==> src/rst_irq_defines.svh <==
`ifndef RST_IRQ_DEFINES_SVH
`define RST_IRQ_DEFINES_SVH
// ----------------------------------------------------------------
// Vector addresses (high byte address; low byte is +1)
// ----------------------------------------------------------------
`define VEC_RESET 16'hFFFE
`define VEC_TRAP 16'hFFEE
`define VEC_NONMASK 16'hFFFC
`define VEC_SOFTWARE 16'hFFFA
`define VEC_EXTERNAL 16'hFFF8
`define VEC_CAPTURE 16'hFFF6
`define VEC_COMPARE 16'hFFF4
`define VEC_WRAP 16'hFFF2
`define VEC_SERIAL 16'hFFF0
// ----------------------------------------------------------------
// RAM control register
// ----------------------------------------------------------------
`define RAM_CTRL_ADDR 16'h0014
`define RAM_CTRL_ALLOW_BIT 6
`define RAM_CTRL_RESET 8'h40
// ----------------------------------------------------------------
// Timing
// ----------------------------------------------------------------
`define E_DIVIDE 4
`define E_DIVIDE_HALF 2
`define PUSH_CYCLES 4'h7
`endif

==> src/rst_irq_pkg.sv <==
package rst_irq_pkg;
    // Sequencer states
    typedef enum logic [2:0] {
        ST_HOLD = 3'b000,
        ST_FETCH_HI = 3'b001,
        ST_FETCH_LO = 3'b010,
        ST_RUN = 3'b011,
        ST_PUSH = 3'b100
    } seq_state_type;

    // Serviced source codes
    typedef enum logic [3:0] {
        SRC_NONE = 4'h0,
        SRC_RESET = 4'h1,
        SRC_TRAP = 4'h2,
        SRC_NONMASK = 4'h3,
        SRC_SOFTWARE = 4'h4,
        SRC_EXTERNAL = 4'h5,
        SRC_CAPTURE = 4'h6,
        SRC_COMPARE = 4'h7,
        SRC_WRAP = 4'h8,
        SRC_SERIAL = 4'h9
    } src_type;
endpackage

==> src/reset_interrupt_sequencer.sv <==
`timescale 1ns/1ps
`include "rst_irq_defines.svh"
// Contract
// - Standby low stops oscillator, freezes internal clock, resets device.
// - RAM enable is bit 6 of RAM control at 0014; clear keeps RAM.
// - Address outputs float while reset is low.
// - Ports float at once on reset; internal logic resets with clock.
// - Reset rising edge latches port 2 pins 2..0 into mode bits.
// - After reset, PC loads from FFFE (high) and FFFF (low).
// - Reset sets interrupt mask; software clears it for maskable sources.
// - E output runs at one quarter of the crystal rate.
// - Non-maskable falling edge serviced after current instruction, mask ignored.
// - Non-maskable stacks registers then vectors via FFFC/FFFD.
// - External maskable is level-sensitive, taken at boundary only if unmasked.
// - Maskable sequence stacks registers then sets the mask.
// - External maskable vectors via FFF8/FFF9.
// - Internal peripheral requests form second maskable request with own vectors.
// - External beats internal when both pend; mask blocks both.
// - External maskable request is not latched.
// - Fixed priority: reset, trap, NMI, SOFTWARE_EXCEPTION, external, capture, compare, wrap, serial.
// - Address or opcode error raises trap, ignores mask, vectors FFEE/FFEF.
// - Single-chip strobe falling edge sets port-3 strobe flag feeding external.
// - Strobe flag requests only with its enable set; reset clears enable.
module reset_interrupt_sequencer
    import rst_irq_pkg::*;
(
    input wire logic ref_clk,
    input wire logic nrst,
    input wire logic chip_reset_pin,
    input wire logic low_power_hold_pin,
    input wire logic nonmask_pin,
    input wire logic external_maskable_request,
    input wire logic port_in_strobe,
    input wire logic [2:0] port2_mode_pins,
    input wire logic single_chip_mode,
    input wire logic capture_event_flag,
    input wire logic compare_event_flag,
    input wire logic counter_wrap_flag,
    input wire logic serial_unit_event,
    input wire logic software_exception,
    input wire logic address_error,
    input wire logic opcode_error,
    input wire logic instr_boundary,
    input wire logic mask_clear,
    input wire logic mask_set,
    input wire logic strobe_irq_enable_wr,
    input wire logic strobe_irq_enable_data,
    input wire logic strobe_flag_clear,
    input wire logic ram_ctrl_wr,
    input wire logic [7:0] ram_ctrl_data,
    input wire logic [7:0] vector_data,
    output logic e_clk,
    output logic osc_enable,
    output logic ports_oe_n,
    output logic addr_oe_n,
    output logic [15:0] vector_addr,
    output logic vector_read,
    output logic [15:0] program_counter,
    output logic pc_valid,
    output logic stack_push,
    output logic [3:0] service_source,
    output logic interrupt_mask,
    output logic [2:0] op_config,
    output logic strobe_flag,
    output logic strobe_irq_enable,
    output logic ram_access_allow
);

// ----------------------------------------------------------------
// Clock divide and reset conditioning
// ----------------------------------------------------------------
logic [1:0] div_count;
logic e_rise;
logic [2:0] rst_sync;
logic [2:0] low_power_hold_pin_sync;
logic rst_low;
logic low_power_hold_pin_low;
logic reset_active;
logic reset_prev;
logic reset_release;

// Crystal divided by four for E; phase count gated off in standby
always_ff @(posedge ref_clk or negedge nrst) begin
    if (!nrst) begin
        div_count <= 2'h0;
        e_clk <= 1'b0;
    end else if (low_power_hold_pin_low) begin
        div_count <= 2'h0;
        e_clk <= 1'b0;
    end else begin
        div_count <= div_count + 2'h1;
        e_clk <= (div_count + 2'h1) >= 2'(`E_DIVIDE_HALF);
    end
end
assign e_rise = (div_count == 2'h1);

// Three-stage synchronisers for reset and standby pins
always_ff @(posedge ref_clk or negedge nrst) begin
    if (!nrst) begin
        rst_sync <= 3'h0;
        low_power_hold_pin_sync <= 3'h0;
        rst_low <= 1'b1;
        low_power_hold_pin_low <= 1'b1;
    end else begin
        rst_sync <= {rst_sync[1:0], chip_reset_pin};
        low_power_hold_pin_sync <= {low_power_hold_pin_sync[1:0], low_power_hold_pin};
        // A level counts only once the last two stages agree, so a glitch never toggles
        if (rst_sync[1] == rst_sync[2]) begin
            rst_low <= !rst_sync[2];
        end
        if (low_power_hold_pin_sync[1] == low_power_hold_pin_sync[2]) begin
            low_power_hold_pin_low <= !low_power_hold_pin_sync[2];
        end
    end
end

// Standby forces reset; internal logic resets on the clock
assign reset_active = rst_low || low_power_hold_pin_low;
assign osc_enable = low_power_hold_pin;
// Raw pin drives the floats so they act without a clock edge
assign ports_oe_n = !chip_reset_pin || !low_power_hold_pin;
assign addr_oe_n = !chip_reset_pin || !low_power_hold_pin || !pc_valid;

always_ff @(posedge ref_clk or negedge nrst) begin
    if (!nrst) begin
        reset_prev <= 1'b1;
    end else begin
        reset_prev <= reset_active;
    end
end
assign reset_release = reset_prev && !reset_active;

// ----------------------------------------------------------------
// Mode latch, RAM control, strobe flag
// ----------------------------------------------------------------
logic [2:0] nmi_sync;
logic [2:0] strobe_sync;
logic nmi_seen;
logic strobe_seen;
logic nmi_fall;
logic strobe_fall;
logic nmi_pending;

// Mode pins caught on the release edge of reset
always_ff @(posedge ref_clk or negedge nrst) begin
    if (!nrst) begin
        op_config <= 3'h0;
    end else if (reset_release) begin
        op_config <= port2_mode_pins;
    end
end

// Clearing the allow bit before standby keeps the array untouched
always_ff @(posedge ref_clk or negedge nrst) begin
    if (!nrst) begin
        ram_access_allow <= 1'(`RAM_CTRL_RESET >> `RAM_CTRL_ALLOW_BIT);
    end else if (ram_ctrl_wr) begin
        ram_access_allow <= ram_ctrl_data[`RAM_CTRL_ALLOW_BIT];
    end
end

// Pin samples taken at E rate; edges compare agreed samples
always_ff @(posedge ref_clk or negedge nrst) begin
    if (!nrst) begin
        nmi_sync <= 3'h7;
        strobe_sync <= 3'h7;
        nmi_seen <= 1'b1;
        strobe_seen <= 1'b1;
    end else if (e_rise) begin
        nmi_sync <= {nmi_sync[1:0], nonmask_pin};
        strobe_sync <= {strobe_sync[1:0], port_in_strobe};
        if (nmi_sync[1] == nmi_sync[2]) begin
            nmi_seen <= nmi_sync[2];
        end
        if (strobe_sync[1] == strobe_sync[2]) begin
            strobe_seen <= strobe_sync[2];
        end
    end
end
assign nmi_fall = e_rise && nmi_seen && nmi_sync[1] == 1'b0 && nmi_sync[2] == 1'b0;
assign strobe_fall = e_rise && strobe_seen && strobe_sync[1] == 1'b0
    && strobe_sync[2] == 1'b0;

// Flag set wins over a clear in the same cycle
always_ff @(posedge ref_clk or negedge nrst) begin
    if (!nrst) begin
        strobe_flag <= 1'b0;
        strobe_irq_enable <= 1'b0;
    end else if (reset_active) begin
        strobe_flag <= 1'b0;
        strobe_irq_enable <= 1'b0;
    end else begin
        if (strobe_fall && single_chip_mode) begin
            strobe_flag <= 1'b1;
        end else if (strobe_flag_clear) begin
            strobe_flag <= 1'b0;
        end
        if (strobe_irq_enable_wr) begin
            strobe_irq_enable <= strobe_irq_enable_data;
        end
    end
end

// ----------------------------------------------------------------
// Priority selection
// ----------------------------------------------------------------
logic trap_req;
logic ext_req;
logic int_req;
logic any_req;
src_type next_source;

assign trap_req = address_error || opcode_error;
// Level request, sampled only at the boundary and never stored
assign ext_req = !interrupt_mask && (!external_maskable_request
    || (strobe_flag && strobe_irq_enable));
assign int_req = !interrupt_mask && (capture_event_flag || compare_event_flag
    || counter_wrap_flag || serial_unit_event);

// Fixed ranking; external examined before internal sources
assign next_source = trap_req ? SRC_TRAP
    : nmi_pending ? SRC_NONMASK
    : software_exception ? SRC_SOFTWARE
    : ext_req ? SRC_EXTERNAL
    : !int_req ? SRC_NONE
    : capture_event_flag ? SRC_CAPTURE
    : compare_event_flag ? SRC_COMPARE
    : counter_wrap_flag ? SRC_WRAP
    : SRC_SERIAL;
assign any_req = (next_source != SRC_NONE);

function automatic logic [15:0] vector_of(input src_type src);
    case (src)
        SRC_RESET: vector_of = `VEC_RESET;
        SRC_TRAP: vector_of = `VEC_TRAP;
        SRC_NONMASK: vector_of = `VEC_NONMASK;
        SRC_SOFTWARE: vector_of = `VEC_SOFTWARE;
        SRC_EXTERNAL: vector_of = `VEC_EXTERNAL;
        SRC_CAPTURE: vector_of = `VEC_CAPTURE;
        SRC_COMPARE: vector_of = `VEC_COMPARE;
        SRC_WRAP: vector_of = `VEC_WRAP;
        SRC_SERIAL: vector_of = `VEC_SERIAL;
        default: vector_of = `VEC_RESET;
    endcase
endfunction

// ----------------------------------------------------------------
// Sequencer
// ----------------------------------------------------------------
seq_state_type state;
logic [3:0] push_count;
logic [15:0] vec_base;

assign vec_base = vector_of(src_type'(service_source));
assign vector_read = (state == ST_FETCH_HI) || (state == ST_FETCH_LO);
assign stack_push = (state == ST_PUSH);
// Low byte sits one above the high byte
assign vector_addr = (state == ST_FETCH_LO) ? (vec_base | 16'h0001) : vec_base;

// Stack (or hold, after reset), then fetch two vector bytes, then run
always_ff @(posedge ref_clk or negedge nrst) begin
    if (!nrst) begin
        state <= ST_HOLD;
        push_count <= 4'h0;
        service_source <= SRC_RESET;
        program_counter <= 16'h0000;
        pc_valid <= 1'b0;
        interrupt_mask <= 1'b1;
        nmi_pending <= 1'b0;
    end else if (reset_active) begin
        state <= ST_HOLD;
        service_source <= SRC_RESET;
        pc_valid <= 1'b0;
        interrupt_mask <= 1'b1;
        nmi_pending <= 1'b0;
    end else begin
        if (nmi_fall) begin
            nmi_pending <= 1'b1;
        end
        case (state)
            ST_HOLD: begin
                state <= ST_FETCH_HI;
            end
            ST_FETCH_HI: begin
                program_counter[15:8] <= vector_data;
                state <= ST_FETCH_LO;
            end
            ST_FETCH_LO: begin
                program_counter[7:0] <= vector_data;
                pc_valid <= 1'b1;
                state <= ST_RUN;
            end
            ST_RUN: begin
                if (mask_clear) begin
                    interrupt_mask <= 1'b0;
                end else if (mask_set) begin
                    interrupt_mask <= 1'b1;
                end
                if (instr_boundary && any_req) begin
                    service_source <= next_source;
                    if (next_source == SRC_NONMASK && !nmi_fall) begin
                        nmi_pending <= 1'b0;
                    end
                    push_count <= 4'h0;
                    state <= ST_PUSH;
                end
            end
            ST_PUSH: begin
                push_count <= push_count + 4'h1;
                if (push_count == `PUSH_CYCLES - 4'h1) begin
                    interrupt_mask <= 1'b1;
                    state <= ST_FETCH_HI;
                end
            end
            default: begin
                state <= ST_HOLD;
            end
        endcase
    end
end

endmodule

==> config.mk <==
export PLATFORM = sky130hd
export DESIGN_NAME = reset_interrupt_sequencer
export DESIGN_NICKNAME = d
export VERILOG_FILES = /design/src/rst_irq_pkg.sv /design/src/reset_interrupt_sequencer.sv
export VERILOG_INCLUDE_DIRS = /design/src
export SDC_FILE = /design/constraint.sdc
export NUM_CORES = 1
export LEC_CHECK = 0
export ABC_CLOCK_PERIOD_IN_PS = 1450
export BUFFER_PORTS_ARGS = -buffer_cell sky130_fd_sc_hd__buf_2
export CORE_ASPECT_RATIO = 1.5
export CORE_MARGIN = 5
export CORE_UTILIZATION = 30
export CTS_BUF_LIST = sky130_fd_sc_hd__clkbuf_8
export CTS_CLUSTER_DIAMETER = 40
export CTS_CLUSTER_SIZE = 20
export DETAILED_ROUTE_END_ITERATION = 12
export GPL_TIMING_DRIVEN = 0
export PLACE_DENSITY = 0.52
export SLEW_MARGIN = 10
export SYNTH_ARGS = -nofsm -noshare
export SYNTH_HDL_FRONTEND = slang
export SYNTH_SLANG_ARGS = --single-unit
==> constraint.sdc <==
create_clock -name ref_clk -period 1.45 [get_ports ref_clk]
set_input_delay 0.0725 -clock ref_clk [delete_from_list [all_inputs] [get_ports ref_clk]]
set_output_delay 0.0725 -clock ref_clk [all_outputs]
set_load 0.05 [all_outputs]
## Word level (Yosys, flattened, before mapping)

Memories as Yosys holds them, arrays and structs flattened.
Index checks and enable logic that the tools add are counted.

| storage, ports and cells | value |
|---|---|
| bits in registers | 56 |
| bits in latches | 0 |
| RAM bits | 0 |
| ROM bits | 64 |
| bits of input ports | 41 |
| output and inout port bits | 50 |
| logic and storage cells | 132 |
| memories kept | 1 |

| operators by class | value |
|---|---|
| add/sub/neg operators | 2 |
| $mul | 0 |
| div/mod/pow operators | 0 |
| order comparisons | 1 |
| eq/ne operators | 15 |
| shift operators | 0 |
| multiplexer cells | 37 |
| bitwise logic cells | 5 |
| reduce and logical (&&, ||, !) cells | 48 |

Memory list:

| name | depth | width | rd ports | clocked after memory_dff | wr ports | RTL line | RTL |
|---|---|---|---|---|---|---|---|
| (no name shown) | 16 | 4 | 1 | 0 | 0 | reset_interrupt_sequencer.sv:233 | `case (src)` |

Operators with widths:

| cell | number |
|---|---|
| 2-to-1 mux 4 bit | 11 |
| 2-to-1 mux 1 bit | 19 |
| one-hot mux 3 bit (5 select lines) | 1 |
| logical AND 1 bit | 13 |
| AND reduction 2 bit | 6 |
| nonzero test 2 bit | 5 |
| logical NOT 1 bit | 9 |
| logical OR 1 bit | 9 |
| 2-to-1 mux 3 bit | 3 |
| one-hot mux 4 bit (2 select lines) | 1 |
| equality test 3 x 2 -> 1 bit, second input constant | 2 |
| AND reduction 3 bit | 2 |
| nonzero test 3 bit | 2 |
| inverter 1 bit | 5 |
| adder 4 x 1 -> 4 bit, second input constant | 1 |
| equality test 1 bit | 4 |
| equality test 4 x 2 -> 1 bit, second input constant | 1 |
| equality test 4 x 3 -> 1 bit, second input constant | 1 |
| inequality test 4 bit, second input constant | 1 |
| nonzero test 4 bit | 1 |
| equality test 3 x 1 -> 1 bit, second input constant | 1 |
| equality test 3 bit, second input constant | 1 |
| logical NOT 3 bit | 1 |
| inequality test 3 x 1 -> 1 bit, second input constant | 1 |
| other kinds (7) | 7 |

## Logic depth before layout (Yosys ltp)

| depth | value |
|---|---|
| word-level depth | 15 |
| mapped depth | 7 |
| depth with buffers taken out | 6 |

## Worst setup path before layout

No wires, ideal clock.

| path | value |
|---|---|
| kind | reg-to-reg |
| start | register state[1] |
| end | register push_count[2] |
| library setup time | 0.120 ns |
| arrival | 2.384 ns |
| required time | 1.330 ns |
| setup slack | -1.054 ns |
| stages on the path, launching flop included | 5 |
| path buffers | 1 |
| period minus slack after synthesis | 2.504 ns |
| cells stage by stage | dfrtp_1 > buf_4 > nor3b_1 > nand2_2 > a31o_1 |

| between the ends | value |
|---|---|
| longest elaborated chain between the ends | 3 |
| elaborated cells between the ends (all ways) | 6 |
| classes of those cells | 3 x eq/ne; 1 x mux; 2 x reduce/logical |

Ends and longest elaborated chain:

| element | RTL line | RTL |
|---|---|---|
| start, declared | reset_interrupt_sequencer.sv:250 | `seq_state_type state;` |
| start signal, assigned | reset_interrupt_sequencer.sv:263 | `state <= ST_HOLD;` |
| start signal, assigned | reset_interrupt_sequencer.sv:271 | `state <= ST_HOLD;` |
| start signal, assigned | reset_interrupt_sequencer.sv:282 | `state <= ST_FETCH_HI;` |
| equality test 3 bit (*) | - |  |
| via stack_push | reset_interrupt_sequencer.sv:60 | `output logic stack_push,` |
| nonzero test 2 bit (no line) | - |  |
| AND reduction 3 bit (no line) | - |  |
| end signal, assigned | reset_interrupt_sequencer.sv:309 | `push_count <= push_count + 4'h1;` |
| end, declared | reset_interrupt_sequencer.sv:251 | `logic [3:0] push_count;` |

The timed path passes the listed nets; every way through them passes the cells marked *.
A chain may end at the register's enable or synchronous reset.

## Final worst setup path

| path | value |
|---|---|
| start | register state[2] |
| end | register program_counter[13] |

| between the ends | value |
|---|---|
| longest elaborated chain between the ends | 2 |

Ends and longest elaborated chain:

| element | RTL line | RTL |
|---|---|---|
| equality test 3 x 1 -> 1 bit | reset_interrupt_sequencer.sv:280 | `case (state)` |
| AND reduction 2 bit (no line) | - |  |
| end signal, assigned | reset_interrupt_sequencer.sv:285 | `program_counter[15:8] <= vector_data;` |
| end, declared | reset_interrupt_sequencer.sv:58 | `output logic [15:0] program_counter,` |

Every way passes these cells.

==> summary.md <==
| Metric | Value |
|---|---|
| PwrDens | `about 1300 nW/um^2` |
| Mapped Avg Cell Area | `roughly 12 um^2` |
| CP endpoint kind | `register` |
| Detail Route Antenna Nets | `0` |
| Design area | `3740 um^2` |
| Distinct cells, synth | `52` |
| Syn Std Cell Area | `about 2500 um^2` |
| Most frequent cells in the layout | `65 x buf_2, 38 x buf_4, 32 x dfrtp_1` |
| Vias in the first global route | `2099` |
| Commonest non-fill, non-tap cell in the layout | `buf_2` |
| DR WL met2 | `2870 um` |
| Final hold vios | `0` |
| Hold EP | `ram_access_allow` |
| Tot Pwr | `4.76 mW` |
| Synth Flop Type | `dfrtp_1` |
| Final cycle utilization of the critical path | `105%` |
| Largest family of logic cells by synthesized area | `simple AND/OR/NAND/NOR gates` |
| Clock root cell | `clkbuf_8` |
| Adder-Cell Fraction of Synth Area | `1.49%` |
| Area leader, netlist | `dfrtp_1` |
| Min-Delay Path Class | `input pin to register` |
| Status | `finished with violations` |
| Final min period | `roughly 1.5 ns` |
| Post-synthesis mux area share | `between 10 and 15%` |
| Setup violators final | `11` |
| Post-route setup TNS | `-0.666 ns` |
| Syn Inst Count | `213` |
| RSZ-0062 raised after global routing | `yes` |
| Highest Signal Layer | `met4` |
| RD Place Congestion | `between 0.7 and 0.8` |
| Slew Viols, Final | `0` |
| Reg2reg start | `state[2]` |
| Initial antenna violation count | `0` |
| Synth Area in Compound Gates | `9.71%` |
| CP Data Arrival Time | `1.72 ns` |
| WL/cell | `roughly 13 um` |
| Post-synth ARST share | `100%` |
| FP Rows | `a little over 40` |
| Final core occ | `45.0%` |
| Max Fclk | `around 660 MHz` |
| IR drop worst, VDD | `0.000874 V` |
| Reg2reg setup slack | `-0.07 ns` |
| Top-Level Pins | `91` |
| Crit Path Class | `register to register` |
| PortBufs | `72` |
| Dpl hpwl | `a little over 4000 um` |
| Fraction of layout cells with a size suffix above 1 | `between 50% and 60%` |
| Xor-xnor portion of the synthesized cell area | `1.05%` |
| Largest net degree at the start of global routing | `56` |
| Slowest stage delay, CP | `between 0.4 and 0.5 ns` |
| Synth area leaders | `dfrtp_1 41%, dfstp_2 15%, mux2_2 12%` |
| Worst-path fanout max | `8` |
| Final worst slack | `-0.0743 ns` |
| WL final | `5810 um` |
| First-pass GRT wire length | `9680 um` |
| Die height | `~120 um` |
| Ant diodes | `0` |
| Post-route insts no fill | `454` |
| Simple-gate share of the synthesized area | `14.8%` |
| Maximum buffer depth of the clock tree | `2` |
| Yosys warns | `0` |
| Die area | `10300 um^2` |
| Congestion Overflow GR | `0` |
| Seq/Total Area, Yosys | `55.5%` |
| Top cell type's share of synthesized area | `between 40% and 50%` |
| Min-Delay Startpoint | `ram_ctrl_wr` |
| Reg clk slew, reported paths | `0.09 ns` |
| Vias | `2008` |
| #FFs+latches synth | `55` |
| Max Cap Viol | `0` |
| 1st-iter DRT viols | `71` |
| Drc violations | `0` |
| Worst Path Required | `1.65 ns` |
| Met1 wire length | `~2400 um` |
| Failing checks | `setup timing` |
| Clk_skew | `0.00806 ns` |
| Wire length on met3 | `about 450 um` |
| Core box area | `8310 um^2` |
| Inst Count DP | `402` |
| Static Leak | `1.73 nW` |
| H-tree depth | `2` |
| Clk Latency, worst-skew pair | `approximately 0.31 ns` |
| Post-Place Worst Slack | `-0.316 ns` |
| Clock sinks | `55` |
| DRT Pass-1 Iters | `4` |
| Nets | `390` |
| CTS tree | `yes` |
| Relative slew slack | `53.7%` |
| Worst slack on hold paths | `0.0139 ns` |
| Die Width | `~85 um` |
| Vias per cell | `about 4.4` |
| Starting density of the core | `30.2%` |
| CTS Buf Count | `5` |
| Reg2reg end | `program_counter[13]` |
| Placed cell area | `~3100 um^2` |
| Least-Margin Pin Slew | `0.695 ns` |
| Critical-path cell list | `buf_6 > and2b_1 > nor3b_4 > buf_12 > mux2_4` |
| Hold depth | `2` |
| CP max stage cell | `dfrtp_2` |
| Crit path max-delay family | `simple AND/OR/NAND/NOR gates` |
| Critical path launch point type | `register` |
| Total GRT Usage | `11.5%` |
| CP Buf/Inv Count | `2` |
| EDFF count, synth | `0` |
| Area Growth Syn to Fin | `48.7%` |
| Worst Reg2Reg Path Length in Cells | `5` |
[synthesized netlist by cell type (2+ instances only)]
master,count
nor3_1,3
o21ai_0,6
o211ai_1,2
nor2_1,17
o22ai_1,2
o32a_1,2
buf_2,2
buf_4,13
xor2_1,2
nand3_1,4
inv_1,3
dfrtp_1,41
mux2i_1,2
mux2_2,26
ha_1,3
nor3b_1,2
a21oi_1,12
nand2_1,19
dfstp_2,14
nand2b_1,6
[worst max-delay path by stage]
| stage | from | to | slack (ns) | cells past startpoint |
|---|---|---|---|---|
| finish | state[2] | program_counter[13] | -0.07 | 5 |
| detailed placement | rst_low | program_counter[9] | -0.32 | 4 |
| global route | state[2] | program_counter[13] | -0.13 | 5 |
| CTS | state[2] | program_counter[13] | -0.07 | 5 |
| global placement | rst_low | program_counter[15] | -0.31 | 4 |
| floorplan | state[1] | push_count[2] | -0.18 | 4 |
[timing repair]
action                                 in CTS  in global routing
setup endpoints to repair                  28                 32
endpoints found under the hold margin      63                  1
setup buffers                              17                  9
pin swaps                                   5                  6
hold buffers                               18                  1
gates resized for setup                    17                 22
[where the power goes]
group / switching, mW / leakage, nW / internal [mW]
Clock: 0.491 / 0.0453 / 0.332
Sequential: 0.206 / 0.636 / 1.94
Combinational: 1.14 / 1.05 / 0.642
Total: 1.84 / 1.73 / 2.92
[cell type report]
cell class	instances	area, um^2
plain buffers	15	120
clock buffers	5	68.8
clock inverters	3	16.3
fillers	840	4570
inverters	4	17.5
multi-input cells	149	1180
flip-flops and latches	55	1410
well taps	107	134
repair buffers	116	798
[worst register-to-register path, cell delays in order (launching register included)]
cell,delay (ns)
dfrtp_2,0.41
buf_6,0.12
and2b_1,0.20
nor3b_4,0.22
buf_12,0.17
mux2_4,0.30
[routing by layer]
layer	up-vias	track usage, %
met3	6	3.52
met5	-	0
met1	942	13.5
li1	997	-
met2	63	19.8
met4	0	4.16
[registers in the layout (all words and copies together), names as in the netlist, 2 cells and up]
name,flops
op_config,3
service_source,4
div_count,2
low_power_hold_pin_sync,3
strobe_sync,3
nmi_sync,3
push_count,4
rst_sync,3
state,3
program_counter,16
[cell families after synthesis]
family                   Yosys count
buffers and inverters             19
AO/OA/AOI/OAI                     37
flip-flops                        55
XOR/XNOR                           3
multiplexers                      28
other                              1
adder cells (fa/ha/maj)            3
AND/OR/NAND/NOR                   67
No activity file was read; power rests on OpenSTA's default activity.
